## src/usb_flags_pkg.sv

```systemverilog
// package: register map, field positions and timing constants of the usb interrupt flag block
`default_nettype none
package usb_flags_pkg;
  localparam logic [7:0] flags_offset      = 8'h00;
  localparam logic [7:0] enable_offset     = 8'h04;
  localparam logic [7:0] err_enable_offset = 8'h08;
  localparam logic [7:0] status_offset     = 8'h0C;
  localparam logic [7:0] control_offset    = 8'h10;
  localparam int stall_bit  = 7;
  localparam int attach_bit = 6;
  localparam int resume_bit = 5;
  localparam int idle_bit   = 4;
  localparam int token_bit  = 3;
  localparam int sof_bit    = 2;
  localparam int error_bit  = 1;
  localparam int reset_bit  = 0;
  localparam logic [7:0] flags_reset = 8'h00;
  localparam logic [7:0] clear_mask  = 8'hFD;
  localparam int clk_mhz          = 200;
  localparam int quiet_time_ns    = 2500;
  localparam int idle_time_us     = 3000;
  localparam int quiet_cycles     = (quiet_time_ns * clk_mhz + 999) / 1000;
  localparam int idle_cycles      = idle_time_us * clk_mhz;
  localparam int stat_depth       = 4;
  typedef struct packed {
    logic [7:0]  addr;
    logic [31:0] wdata;
    logic        wr;
    logic        rd;
  } bus_req_type;
  typedef struct packed {
    logic stall_rx;
    logic stall_tx;
    logic sof_rx;
    logic sof_threshold;
    logic bus_reset;
    logic detach;
    logic token_done;
    logic [7:0] token_status;
  } usb_event_type;
  typedef struct packed {
    logic k_state;
    logic se0;
    logic idle_state;
    logic activity;
  } line_state_type;
endpackage : usb_flags_pkg
`default_nettype wire

```

## src/usb_interrupt_flags.sv

```systemverilog
// usb interrupt flag register with enables, error summary and token status fifo
//
// Contract
// RULE1 - hardware sets flags; write one clears
// RULE2 - stall flag on stall seen or sent
// RULE3 - attach needs host, 2.5us quiet, no se0
// RULE4 - resume flag after 2.5us of k-state
// RULE5 - software disables resume outside suspend
// RULE6 - idle flag after 3ms continuous idle
// RULE7 - token flag; status shows endpoint info
// RULE8 - clearing token flag advances status fifo
// RULE9 - sof flag: token received or threshold
// RULE10 - error summary read-only, only enabled errors
// RULE11 - bit zero: reset or detach by mode
// RULE12 - upper bits read zero, ignore writes
// RULE13 - flags reset zero; irq when enabled flag
`default_nettype none
module usb_interrupt_flags #(
  parameter int idle_count = usb_flags_pkg::idle_cycles,
  parameter int depth      = usb_flags_pkg::stat_depth
) (
  input  wire logic                          clk_in,
  input  wire logic                          rst_b_in,
  input  wire usb_flags_pkg::bus_req_type    bus_in,
  input  wire usb_flags_pkg::usb_event_type  event_in,
  input  wire usb_flags_pkg::line_state_type line_in,
  input  wire logic [7:0]                    error_in,
  output logic [31:0]                        rdata_out,
  output logic                               irq_out,
  output logic                               host_mode_out
);
  import usb_flags_pkg::*;

  localparam int qw = $clog2(quiet_cycles + 1);
  localparam int iw = $clog2(idle_count + 1);
  localparam int pw = $clog2(depth);

  logic [7:0]    flags_q;
  logic [7:0]    enable_q;
  logic [7:0]    err_enable_q;
  logic          host_en_q;
  logic [qw-1:0] quiet_cnt_q;
  logic [qw-1:0] k_cnt_q;
  logic [iw-1:0] idle_cnt_q;
  logic          k_seen_q;
  logic          idle_seen_q;
  logic [7:0]    stat_mem [depth];
  logic [pw-1:0] wr_ptr_q;
  logic [pw-1:0] rd_ptr_q;
  logic [pw:0]   count_q;
  logic [7:0]    set_vec;
  logic [7:0]    wr_clear;
  logic          wr_flags;
  logic          rd_any;
  logic          attach_ok;
  logic          pop;
  logic          push;

  function automatic logic [qw-1:0] sat_inc(input logic [qw-1:0] v);
    sat_inc = (v == qw'(quiet_cycles)) ? v : v + qw'(1);
  endfunction : sat_inc

  assign wr_flags = bus_in.wr && (bus_in.addr == flags_offset);
  assign rd_any   = bus_in.rd;
  // only flag bits may be cleared; the error summary is derived
  assign wr_clear = wr_flags ? (bus_in.wdata[7:0] & clear_mask) : 8'h00; // [RULE1] [RULE12]

  // bus quiet and k-state timers
  always_ff @(posedge clk_in or negedge rst_b_in) begin
    if (!rst_b_in) begin
      quiet_cnt_q <= '0;
      k_cnt_q     <= '0;
    end else begin
      quiet_cnt_q <= line_in.activity ? '0 : sat_inc(quiet_cnt_q);
      k_cnt_q     <= line_in.k_state ? sat_inc(k_cnt_q) : '0;
    end
  end

  // a line that is busy in this very cycle is not quiet, whatever the counter holds
  assign attach_ok = host_en_q && (quiet_cnt_q == qw'(quiet_cycles))
                     && !line_in.se0 && !line_in.activity; // [RULE3]

  // idle timer; the flag fires once per continuous idle stretch
  always_ff @(posedge clk_in or negedge rst_b_in) begin
    if (!rst_b_in) begin
      idle_cnt_q  <= '0;
      idle_seen_q <= 1'b0;
      k_seen_q    <= 1'b0;
    end else begin
      if (!line_in.idle_state) begin
        idle_cnt_q  <= '0;
        idle_seen_q <= 1'b0;
      end else if (idle_cnt_q != iw'(idle_count)) begin
        idle_cnt_q <= idle_cnt_q + iw'(1);
      end else begin
        idle_seen_q <= 1'b1;
      end
      k_seen_q <= (k_cnt_q == qw'(quiet_cycles));
    end
  end

  always_comb begin
    set_vec = 8'h00;
    set_vec[stall_bit]  = host_en_q ? event_in.stall_rx : event_in.stall_tx; // [RULE2]
    set_vec[attach_bit] = attach_ok; // [RULE3]
    set_vec[resume_bit] = (k_cnt_q == qw'(quiet_cycles)) && !k_seen_q; // [RULE4]
    set_vec[idle_bit]   = line_in.idle_state && !idle_seen_q
                          && (idle_cnt_q == iw'(idle_count)); // [RULE6]
    set_vec[token_bit]  = event_in.token_done; // [RULE7]
    set_vec[sof_bit]    = host_en_q ? event_in.sof_threshold : event_in.sof_rx; // [RULE9]
    set_vec[reset_bit]  = host_en_q ? event_in.detach : event_in.bus_reset; // [RULE11]
  end

  // set wins over a simultaneous write-one clear
  always_ff @(posedge clk_in or negedge rst_b_in) begin
    if (!rst_b_in) begin
      flags_q <= flags_reset; // [RULE13]
    end else begin
      flags_q <= (flags_q & ~wr_clear) | set_vec; // [RULE1]
      // token flag stays up while more statuses wait behind the head
      if (pop && count_q > (pw+1)'(1)) begin
        flags_q[token_bit] <= 1'b1; // [RULE8]
      end
      flags_q[error_bit] <= 1'b0;
    end
  end

  // status fifo; a full fifo drops the newest status
  assign push = event_in.token_done && (count_q != (pw+1)'(depth));
  assign pop  = wr_clear[token_bit] && flags_q[token_bit] && (count_q != '0); // [RULE8]

  always_ff @(posedge clk_in) begin
    if (push) begin
      stat_mem[wr_ptr_q] <= event_in.token_status;
    end
  end

  always_ff @(posedge clk_in or negedge rst_b_in) begin
    if (!rst_b_in) begin
      wr_ptr_q <= '0;
      rd_ptr_q <= '0;
      count_q  <= '0;
    end else begin
      if (push) begin
        wr_ptr_q <= wr_ptr_q + pw'(1);
      end
      if (pop) begin
        rd_ptr_q <= rd_ptr_q + pw'(1); // [RULE8]
      end
      count_q <= count_q + (pw+1)'(push) - (pw+1)'(pop);
    end
  end

  // control registers
  always_ff @(posedge clk_in or negedge rst_b_in) begin
    if (!rst_b_in) begin
      enable_q     <= 8'h00;
      err_enable_q <= 8'h00;
      host_en_q    <= 1'b0;
    end else if (bus_in.wr) begin
      case (bus_in.addr)
        enable_offset:     enable_q     <= bus_in.wdata[7:0];
        err_enable_offset: err_enable_q <= bus_in.wdata[7:0];
        control_offset:    host_en_q    <= bus_in.wdata[0];
        default:           ;
      endcase
    end
  end

  logic [7:0] flags_view;
  logic       err_summary;
  logic [7:0] stat_head;
  // masked errors never reach the summary bit
  assign err_summary = |(error_in & err_enable_q); // [RULE10]
  // an empty fifo reads zero instead of a stale entry
  assign stat_head = (count_q != '0) ? stat_mem[rd_ptr_q] : 8'h00; // [RULE7]
  always_comb begin
    flags_view = flags_q;
    flags_view[error_bit] = err_summary; // [RULE10]
  end

  always_ff @(posedge clk_in or negedge rst_b_in) begin
    if (!rst_b_in) begin
      rdata_out <= 32'h0000_0000;
    end else if (rd_any) begin
      case (bus_in.addr)
        flags_offset:      rdata_out <= {24'h00_0000, flags_view}; // [RULE12]
        enable_offset:     rdata_out <= {24'h00_0000, enable_q};
        err_enable_offset: rdata_out <= {24'h00_0000, err_enable_q};
        status_offset:     rdata_out <= {24'h00_0000, stat_head}; // [RULE7]
        control_offset:    rdata_out <= {31'h0000_0000, host_en_q};
        default:           rdata_out <= 32'h0000_0000;
      endcase
    end else begin
      rdata_out <= 32'h0000_0000;
    end
  end

  // resume enable left to software; suspend state is not tracked here [RULE5]
  always_ff @(posedge clk_in or negedge rst_b_in) begin
    if (!rst_b_in) begin
      irq_out       <= 1'b0;
      host_mode_out <= 1'b0;
    end else begin
      irq_out       <= |(flags_view & enable_q); // [RULE13]
      host_mode_out <= host_en_q;
    end
  end
endmodule : usb_interrupt_flags
`default_nettype wire

```

## config.mk

```make
export PLATFORM = sky130hd
export DESIGN_NAME = usb_interrupt_flags
export DESIGN_NICKNAME = d
export VERILOG_FILES = /design/src/usb_flags_pkg.sv /design/src/usb_interrupt_flags.sv
export SDC_FILE = /design/constraint.sdc
export NUM_CORES = 1
export LEC_CHECK = 0
export ABC_AREA = 1
export BUFFER_PORTS_ARGS = -buffer_cell sky130_fd_sc_hd__buf_2
export CORE_AREA = 4 4 93 139
export CTS_BUF_LIST = sky130_fd_sc_hd__clkbuf_8
export CTS_CLUSTER_SIZE = 10
export DETAILED_ROUTE_END_ITERATION = 10
export DIE_AREA = 0 0 97 143
export HOLD_SLACK_MARGIN = 0.06
export PLACE_DENSITY_LB_ADDON = 0.3
export SLEW_MARGIN = 20
export SYNTH_ARGS = -nofsm -noshare
export SYNTH_HDL_FRONTEND = slang
export SYNTH_SLANG_ARGS = --single-unit
```

## constraint.sdc

```tcl
create_clock -name clk_in -period 2.2 [get_ports clk_in]
set_input_delay 0.11 -clock clk_in [delete_from_list [all_inputs] [get_ports clk_in]]
set_output_delay 0.11 -clock clk_in [all_outputs]
set_load 0.1 [all_outputs]
```

==> out/results.txt, run 1 <==
CP Max Fanout: 4
worst slack at placement: 0.128 ns
antenna cell count: 0
Yosys cell types: 39
setup_tns: 0 ns
grt ovf: 0
Post-Syn Instances: 650
PwrDens: 791 nW/um^2
io pins: 105
first drt pass iteration count: 4
Crit-path slowest cell: dfrtp_1
Peak VDD IR: 0.362 mV
final setup margin: 0.183 ns
GP Congestion: 0.884
most frequent CP cell: inv_1
die span in y: 143 um
initial antenna violation count: 0
worst hold slack: 0.111 ns
Leak Pwr: 3.22 nW
largest net degree at the start of global routing: 46
Setup-failing EPs final: 0
CTS buffer count: 17
Post-Syn Area per Cell: 8.84 sq um
Async S/R FF share, synth: 71.7%
CTS tree: yes
Critical Path AT: 2.32 ns
# fillers: 1,064
Crit Path Category: register to register
status: completed
CP bufs+invs: 3
final instance area: 6850 sq um
Worst-Margin Slew: 0.600 ns
Yosys reg bits: 113
Cell Area, Synth: 5740 sq um
Worst-path clk slew: 0.07 ns
placed cell area: 6130 sq um
Vias/cell: 4.96
Initial Utilization: 48.5%
CTS sink count: 113
routed wl met2: 6470 um
GR Util All Layers: 19.1%
CP delay by family, top: adder cells
WP data required: 2.50 ns
total of max-cap violations: 0
Tmin final: 2.02 ns
number of global-route vias before repair: 4,669
Initial DRC Count: 240
Synth area leader: dfrtp_1
Vias: 4,556
Max Used Layer: met4
max-slew violations: 0
final setup skew: 0.00718 ns
Die X: 97 um
biggest cell delay along the critical path: 0.42 ns
max_slew headroom: 60.0%
share of layout cells above drive strength 1: 17.8%
Critical Path End Type: register
Power Total: 5.42 mW
detailed-placement wirelength estimate: 9040 um
setup bufs post-CTS: 0
critical path, cell by cell: inv_1 > nand3_2 > inv_1 > nor2_2 > ha_1 > inv_1 > ha_1 > fa_1 > xnor2_1
post-synthesis sequential area ratio: 52.0%
RSZ-0062 raised after global routing: false
Max Clk Rate: 496 MHz
Startpoint Class: register
Area Overhead vs Synth: 19.2%
DRC viols: 0
Synthesis Warnings: 0
post-synth top area share: 35.3%
final net count: 839
number of I/O port buffers: 56
Routed WL per cell: 13.5 um
H-tree levels: 4
Worst-Skew Late Latency: 0.42 ns
most area-consuming cells after synthesis: dfrtp_1, edfxtp_1, nand2_1
primary flip-flop cell chosen by synthesis mapping: dfrtp_1
Hold Crit Class: input pin to register
first-pass GRT wire length: 21,200 um
remaining antenna violation count: 0
final hold violation count: 0
number of cell rows: 49
number of synthesized flops with an enable pin: 32
die area: 13,900 sq um
met3 routed WL: 586 um
DRT Wirelength: 12,400 um
CTS Root Cell: clkbuf_8
Core ar.: 11,800 sq um
Final period util: 91.7%
CTS Buffer Depth: 2
met1 WL: 4920 um
==> worst min-delay path, stage by stage <==
cell     delay [ns]
buf_2          0.16
nand3_1        0.13
o21ai_0        0.08
==> power breakdown <==
group	switching (mW)	internal (mW)	leakage, nW	total (mW)
logic	0.650	0.278	1.64	0.929
registers	0.108	2.38	1.37	2.48
clock network	0.861	1.15	0.207	2.01
==> state kept, by name (all words and copies together), names as in the netlist, 3 cells and up <==
name          cells
stat_mem         32
idle_cnt_q       20
k_cnt_q           9
quiet_cnt_q       9
enable_q          8
err_enable_q      8
rdata_out         8
flags_q           7
count_q           3
==> per-stage QoR <==
step	utilization (%)	instances
2_1_floorplan	-	673
3_3_place_gp	51.8	857
3_5_place_dp	51.8	857
4_1_cts	57.8	919
5_1_grt	57.9	919
6_report	57.9	919
==> synth_stat cells, types with 3 or more instances <==
library cell,count
o22ai_1,6
buf_4,24
ha_1,14
buf_6,3
nand3_1,34
nor3_1,13
o21ai_2,16
nand2_1,151
inv_2,5
o21ai_0,34
nor2_4,7
a21oi_1,35
nand2_2,4
dfrtp_1,81
xor2_1,7
nand4_1,6
nor2_1,67
nor3_2,3
inv_1,79
edfxtp_1,32
==> metal layers <==
metal | GRT usage (%) | vias to the layer above
met4 | 10.4 | 0
met3 | 4.64 | 29
li1 | - | 2275
met5 | 0 | -
met1 | 20.5 | 2137
met2 | 34.4 | 115
==> cell type report <==
cell class / instances / area [sq um] / area share [%]
sequential: 113 / 2990 / 43.6
multi-input combinational: 443 / 2290 / 33.5
timing repair buffer: 92 / 641 / 9.36
inverter: 86 / 323 / 4.71
clock buffer: 18 / 248 / 3.62
tap: 153 / 191 / 2.80
clock inverter: 14 / 164 / 2.39
==> placed cells by master, fill, tap and decap left out, drive strengths merged, types with 14 or more instances in the layout <==
master,instances
nand2,155
inv,87
dfrtp,81
nor2,76
buf,62
o21ai,51
nand3,37
a21oi,35
edfxtp,32
dlygate4sd3,30
conb,24
clkbuf,18
nor3,16
ha,14
==> final timing paths <==
| kind | slack (ns) | end | startpoint | cells after the start |
|---|---|---|---|---|
| setup reg to reg | 0.18 | count_q[2] | count_q[1] | 9 |
| hold reg to reg | 0.46 | flags_q[4] | idle_seen_q | 1 |
| setup / recovery | 0.18 | count_q[2] | count_q[1] | 9 |
| hold / removal | 0.11 | host_en_q | bus_in[1] | 3 |
| max in group asynchronous | 1.34 | k_seen_q | rst_b_in | 3 |
| min in group asynchronous | 0.24 | quiet_cnt_q[1] | rst_b_in | 2 |
==> cell families (layout without fill, tap and decap cells) <==
kind of cell / after synthesis / in the layout / synth area share [%]
flip-flops: 113 / 113 / 52.0
other: 1 / 24 / 0.0653
AND/OR/NAND/NOR: 294 / 294 / 22.9
XOR/XNOR: 9 / 9 / 1.37
buffers and inverters: 117 / 210 / 9.65
adder cells (fa/ha/maj): 15 / 15 / 3.40
AO/OA/AOI/OAI: 101 / 101 / 10.6
==> timing repair <==
item                                    CTS  global route
hold buffers                             30             0
endpoints found under the setup margin    0             1
gates resized for setup                   0             1
hold endpoints to repair                122             0
No activity file was read; power rests on OpenSTA's default activity.
==> inputs of run 2 (changes only) <==
- CTS_BUF_LIST: sky130_fd_sc_hd__clkbuf_8 -> default
- TNS_END_PERCENT: default -> 50
==> run 2 against run 1 <==
  * Via count up 0.59%
  * Wire length up 2.3%
  * Utilization up 1.6 points
  * Critical path type unchanged
  * Largest cell class unchanged
  * Largest power group is now the clock network
  * Highest routed layer unchanged
==> out/results.txt, run 2 (same netlist as run 1, synthesis figures left out) <==
Max Clk Rate: 495 MHz (-0.19%)
final net count: 839 (unchanged)
R2R Path End: count_q[2]
most frequent cells in the layout: nand2_1, dfrtp_1, inv_1, nor2_1, buf_2
FF-to-FF setup slack: 0.18 ns (about the same)
WP data required: 2.49 ns (about the same)
Core ar.: 11,800 sq um (unchanged)
Routed WL per cell: 13.8 um (+2.3%)
Final period util: 91.9% (+0.17 points)
Initial Utilization: 48.5% (unchanged)
first drt pass iteration count: 5 (+1)
CP Max Fanout: 4 (unchanged)
CTS sink count: 113 (unchanged)
share of layout cells above drive strength 1: 17.8% (unchanged)
largest net degree at the start of global routing: 46 (unchanged)
Peak VDD IR: 0.630 mV (+74%)
CTS Buffer Depth: 2 (unchanged)
CTS Root Cell: clkbuf_16
max FFs per register: 32 (unchanged)
Crit-path slowest cell: dfrtp_1
# fillers: 1,034 (-2.8%)
Leak Pwr: 3.30 nW (+2.5%)
Worst-Margin Slew: 0.593 ns (-0.00695 ns)
most frequent CP cell: inv_1
critical path depth: 9 (unchanged)
multi-input combinational cell area: 2290 sq um (unchanged)
antenna cell count: 0 (unchanged)
Die X: 97 um (unchanged)
FF+latch area: 2990 sq um (unchanged)
grt ovf: 0 (unchanged)
final hold violation count: 0 (unchanged)
crit path launch: count_q[1]
biggest cell delay along the critical path: 0.42 ns (about the same)
first-pass GRT wire length: 21,700 um (+2.1%)
max_slew headroom: 60.5% (+0.46 points)
Worst-path clk slew: 0.05 ns (-0.02 ns)
Tmin final: 2.02 ns (+0.00384 ns)
placed cells: 857 (unchanged)
number of global-route vias before repair: 4,635 (-0.73%)
Critical Path End Type: register
number of cell rows: 49 (unchanged)
placed cell area: 6130 sq um (unchanged)
max-slew violations: 0 (unchanged)
Setup-failing EPs final: 0 (unchanged)
Worst-Skew Late Latency: 0.41 ns (about the same)
DRC viols: 0 (unchanged)
Critical Path AT: 2.31 ns (about the same)
largest registers: stat_mem (32), idle_cnt_q (20)
worst r2r path cells: 9 (unchanged)
Critical Path End: count_q[2]
final instance area: 7030 sq um (+2.7%)
initial antenna violation count: 0 (unchanged)
total of max-cap violations: 0 (unchanged)
Final Instance Count excl. Fillers: 919 (unchanged)
PwrDens: 875 nW/um^2 (+11%)
Vias: 4,583 (+0.59%)
GR Util All Layers: 19.5% (+0.46 points)
Vias/cell: 4.99 (+0.59%)
most common cell after layout, fill and taps aside: nand2_1
final setup skew: 0.00732 ns (+0.000141 ns)
status: completed
die area: 13,900 sq um (unchanged)
DRT Wirelength: 12,700 um (+2.3%)
GP Congestion: 0.884 (unchanged)
critical path, cell by cell: inv_1 > nand3_2 > inv_1 > nor2_2 > ha_1 > inv_1 > ha_1 > fa_1 > xnor2_1
CP bufs+invs: 3 (unchanged)
H-tree levels: 4 (unchanged)
die span in y: 143 um (unchanged)
number of I/O port buffers: 56 (unchanged)
Startpoint Class: register
Reg2Reg Launch Point: count_q[1]
io pins: 105 (unchanged)
detailed-placement wirelength estimate: 9040 um (unchanged)
Hold Crit Class: input pin to register
RSZ-0062 raised after global routing: false
Final Core Density: 59.4% (+1.6 points)
remaining antenna violation count: 0 (unchanged)
CTS tree: yes
Initial DRC Count: 215 (-10%)
CTS buffer count: 17 (unchanged)
Crit Path Category: register to register
Area Overhead vs Synth: 22.5%
setup_tns: 0 ns (unchanged)
Biggest register: stat_mem
CP delay by family, top: adder cells
==> run 2: layer usage <==
| metal | track usage (%) | share of wire, % | up-vias |
|---|---|---|---|
| met4 | 8.14 | 2.4 | 0 |
| met2 | 36.2 | 54 | 121 |
| met3 | 5.13 | 4.6 | 23 |
| met1 | 21.0 | 39 | 2172 |
| li1 | - | - | 2267 |
| met5 | 0 | 0 | - |
==> run 2: final cells by class <==
class,instances,share of cell area (%)
sequential,113,42.5
multi-input combinational,443,32.6
timing repair buffer,92,9.11
clock buffer,20,6.65
inverter,86,4.59
tap,153,2.72
clock inverter,12,1.85
==> run 2: what timing repair did <==
action,in CTS,in global routing
endpoints found under the hold margin,113,0
setup buffers,0,0
endpoints found under the setup margin,0,1
hold buffers,30,0
gates resized for setup,0,1
==> run 2: worst min path at each step <==
stage | slack (ns) | cells after the start | startpoint | end
after floorplan | -0.19 | 0 | rst_b_in | count_q[0]
after global placement | 0.15 | 1 | rst_b_in | quiet_cnt_q[2]
after detailed placement | 0.16 | 1 | rst_b_in | quiet_cnt_q[1]
after CTS | 0.12 | 3 | bus_in[1] | host_en_q
after global routing | 0.15 | 3 | bus_in[1] | host_en_q
final | 0.15 | 3 | bus_in[1] | host_en_q
==> run 2: metrics by stage <==
stage	power [mW]	hold WS, ns	worst slack [ns]
2_1_floorplan	3.16	-0.186	0.332
3_3_place_gp	3.36	0.152	0.209
3_5_place_dp	3.41	0.161	0.128
4_1_cts	6.20	0.116	0.122
5_1_grt	6.43	0.151	0.0279
6_report	6.15	0.146	0.179
==> run 2: power by group <==
| group | total, mW | switching, mW | internal, mW |
|---|---|---|---|
| Sequential | 2.49 | 0.108 | 2.38 |
| Combinational | 0.934 | 0.654 | 0.280 |
| Clock | 2.73 | 0.970 | 1.76 |
| Total | 6.15 | 1.73 | 4.42 |
==> run 2: worst min-delay path, delay by kind of cell <==
family / cells / cell delay (ns)
simple gates: 1 / 0.14
compound gates: 1 / 0.09
buf+inv: 1 / 0.16
==> inputs of run 3 (changes only) <==
- BUFFER_PORTS_ARGS: -buffer_cell sky130_fd_sc_hd__buf_2 -> -buffer_cell sky130_fd_sc_hd__clkbuf_2
==> run 3 against run 2 <==
  * Non-clock buffer count down 1
  * Via count about the same
  * Power up 2.7%
  * Count of clock-buffer cells in the layout down 3
  * First-iteration DRC count down 11%
  * Largest cell class unchanged
  * Highest routed layer unchanged
==> out/results.txt, run 3 (same netlist as run 1, synthesis figures left out) <==
Initial Utilization: 48.5% (unchanged)
WP data required: 2.49 ns (about the same)
# fillers: 997 (-3.6%)
number of cell rows: 49 (unchanged)
most frequent CP cell: inv_1
Psw: 1.76 mW (+1.4%)
Reg power frac: 39.4% (-1.0 points)
Initial DRC Count: 191 (-11%)
Crit Path Category: register to register
DRT Wirelength: 12,500 um (-1.2%)
first-pass GRT wire length: 21,700 um (+0.12%)
Hold Crit Class: input pin to register
Worst-Margin Slew: 0.550 ns (-0.0423 ns)
Internal Power: 4.56 mW (+3.2%)
Vias: 4,585 (+0.044%)
CTS Root Cell: clkbuf_16
Routed WL per cell: 13.7 um (-1.1%)
max-slew violations: 0 (unchanged)
most common cell after layout, fill and taps aside: nand2_1
CP Max Fanout: 4 (unchanged)
Leak Pwr: 3.31 nW (+0.52%)
CTS buffer count: 17 (unchanged)
grt ovf: 0 (unchanged)
remaining antenna violation count: 0 (unchanged)
detailed-placement wirelength estimate: 8900 um (-1.5%)
CTS sink count: 113 (unchanged)
number of I/O port buffers: 56 (unchanged)
number of global-route vias before repair: 4,762 (+2.7%)
share of layout cells above drive strength 1: 17.9% (+0.15 points)
CTS tree: yes
max FFs per register: 32 (unchanged)
Worst-path clk slew: 0.05 ns (about the same)
GR Util All Layers: 19.5% (-0.023 points)
die span in y: 143 um (unchanged)
Area Overhead vs Synth: 22.9%
Vias/cell: 4.99 (+0.15%)
Tmin final: 2.03 ns (+0.00888 ns)
Critical Path AT: 2.32 ns (about the same)
Crit-path slowest cell: dfrtp_1
worst slack at placement: 0.139 ns (+0.0113 ns)
FF+latch area: 2990 sq um (unchanged)
DRC viols: 0 (unchanged)
initial antenna violation count: 0 (unchanged)
max_slew headroom: 63.5% (+3.0 points)
most frequent cells in the layout: nand2_1, dfrtp_1, inv_1, nor2_1, clkbuf_2
CTS Buffer Depth: 2 (unchanged)
final hold violation count: 0 (unchanged)
die area: 13,900 sq um (unchanged)
status: completed
final net count: 838 (-0.12%)
first drt pass iteration count: 5 (unchanged)
Startpoint Class: register
final setup margin: 0.170 ns (-0.00888 ns)
critical path, cell by cell: inv_1 > nand3_2 > inv_1 > nor2_2 > ha_1 > inv_1 > ha_1 > fa_1 > xnor2_1
combinational power share: 14.7% (-0.5 points)
Worst Min Path Start: line_in[1]
Die X: 97 um (unchanged)
placed cells: 857 (unchanged)
total of max-cap violations: 0 (unchanged)
Worst-Skew Late Latency: 0.41 ns (about the same)
multi-input combinational cell area: 2290 sq um (unchanged)
Setup-failing EPs final: 0 (unchanged)
largest net degree at the start of global routing: 53 (+15%)
GP Congestion: 0.884 (about the same)
final setup skew: 0.00582 ns (-0.00150 ns)
io pins: 105 (unchanged)
Reg2Reg Launch Point: count_q[1]
Biggest register: stat_mem
crit path launch: count_q[1]
H-tree levels: 4 (unchanged)
antenna cell count: 0 (unchanged)
Max Clk Rate: 493 MHz (-0.44%)
Final Instance Count excl. Fillers: 918 (-0.11%)
Final period util: 92.3% (+0.40 points)
Sw Share: 27.8% (-0.35 points)
Clock Power Share: 46.0% (+1.6 points)
biggest cell delay along the critical path: 0.42 ns (about the same)
Peak VDD IR: 0.667 mV (+5.8%)
setup_tns: 0 ns (unchanged)
largest registers: stat_mem (32), idle_cnt_q (20)
Critical Path End Type: register
PwrDens: 895 nW/um^2 (+2.3%)
Core ar.: 11,800 sq um (unchanged)
[run 3: cell count changes in the layout (fill, tap and decap cells not counted)]
cell,change
buf_2,-55
clkbuf_2,+55
clkinv_4,+3
bufinv_16,+2
clkinvlp_4,-2
inv_6,+2
clkbuf_1,-1
clkbuf_16,-1
clkbuf_8,-1
clkinv_2,-1
dlygate4sd3_1,-1
inv_4,-1
[run 3: final cells by class]
type	instances	area share, %
clock inverters	15	2.94
well taps	153	2.71
multi-input cells	443	32.5
clock buffers	17	6.03
inverters	86	4.57
flip-flops and latches	113	42.3
repair buffers	91	8.93
[run 3: per-stage QoR]
stage | utilization (%) | cell area [sq um] | hold WS [ns] | power [mW]
after global routing | 59.6 | 7060 | 0.165 | 6.61
after detailed placement | 51.8 | 6130 | 0.0691 | 3.41
after CTS | 59.6 | 7050 | 0.114 | 6.35
final | 59.6 | 7060 | 0.135 | 6.32
after floorplan | - | 5830 | -0.186 | 3.16
after global placement | 51.8 | 6130 | 0.0601 | 3.36
[run 3: final timing paths]
path	endpoint	slack [ns]	cells past startpoint
max	count_q[2]	0.17	9
min	idle_cnt_q[18]	0.13	3
max reg2reg	count_q[2]	0.17	9
min reg2reg	flags_q[5]	0.43	1
max in group asynchronous	idle_cnt_q[15]	1.42	3
min in group asynchronous	quiet_cnt_q[3]	0.17	2
[run 3: repair_timing]
item                                    CTS  global route
endpoints found under the hold margin   145             0
endpoints found under the setup margin    0             1
gates resized for setup                   0             1
buffers inserted                          0             0
hold buffers                             29             0
[run 3: metal layers]
metal / wire length, um / vias up / global-route usage [%]
met5: 0 / - / 0
met4: 317 / 0 / 8.43
met3: 565 / 28 / 5.08
met2: 6740 / 121 / 35.7
met1: 4910 / 2165 / 21.2
li1: - / 2271 / -
[run 3: worst max-delay path: cells and delay by family, from the launching register on]
kind,cells,cell delay [ns]
simple gates,2,0.21
fa+ha+maj,3,0.83
buf+inv,3,0.33
xor+xnor,1,0.13
flops,1,0.42
[run 3: power by group through the flow]
stage / Sequential (mW) / Clock [mW] / Combinational (mW)
6_report: 2.49 / 2.90 / 0.927
5_1_grt: 2.51 / 3.06 / 1.05
4_1_cts: 2.48 / 2.94 / 0.931
3_5_place_dp: 2.52 / 0 / 0.888
3_3_place_gp: 2.51 / 0 / 0.848
2_1_floorplan: 2.53 / 0 / 0.626
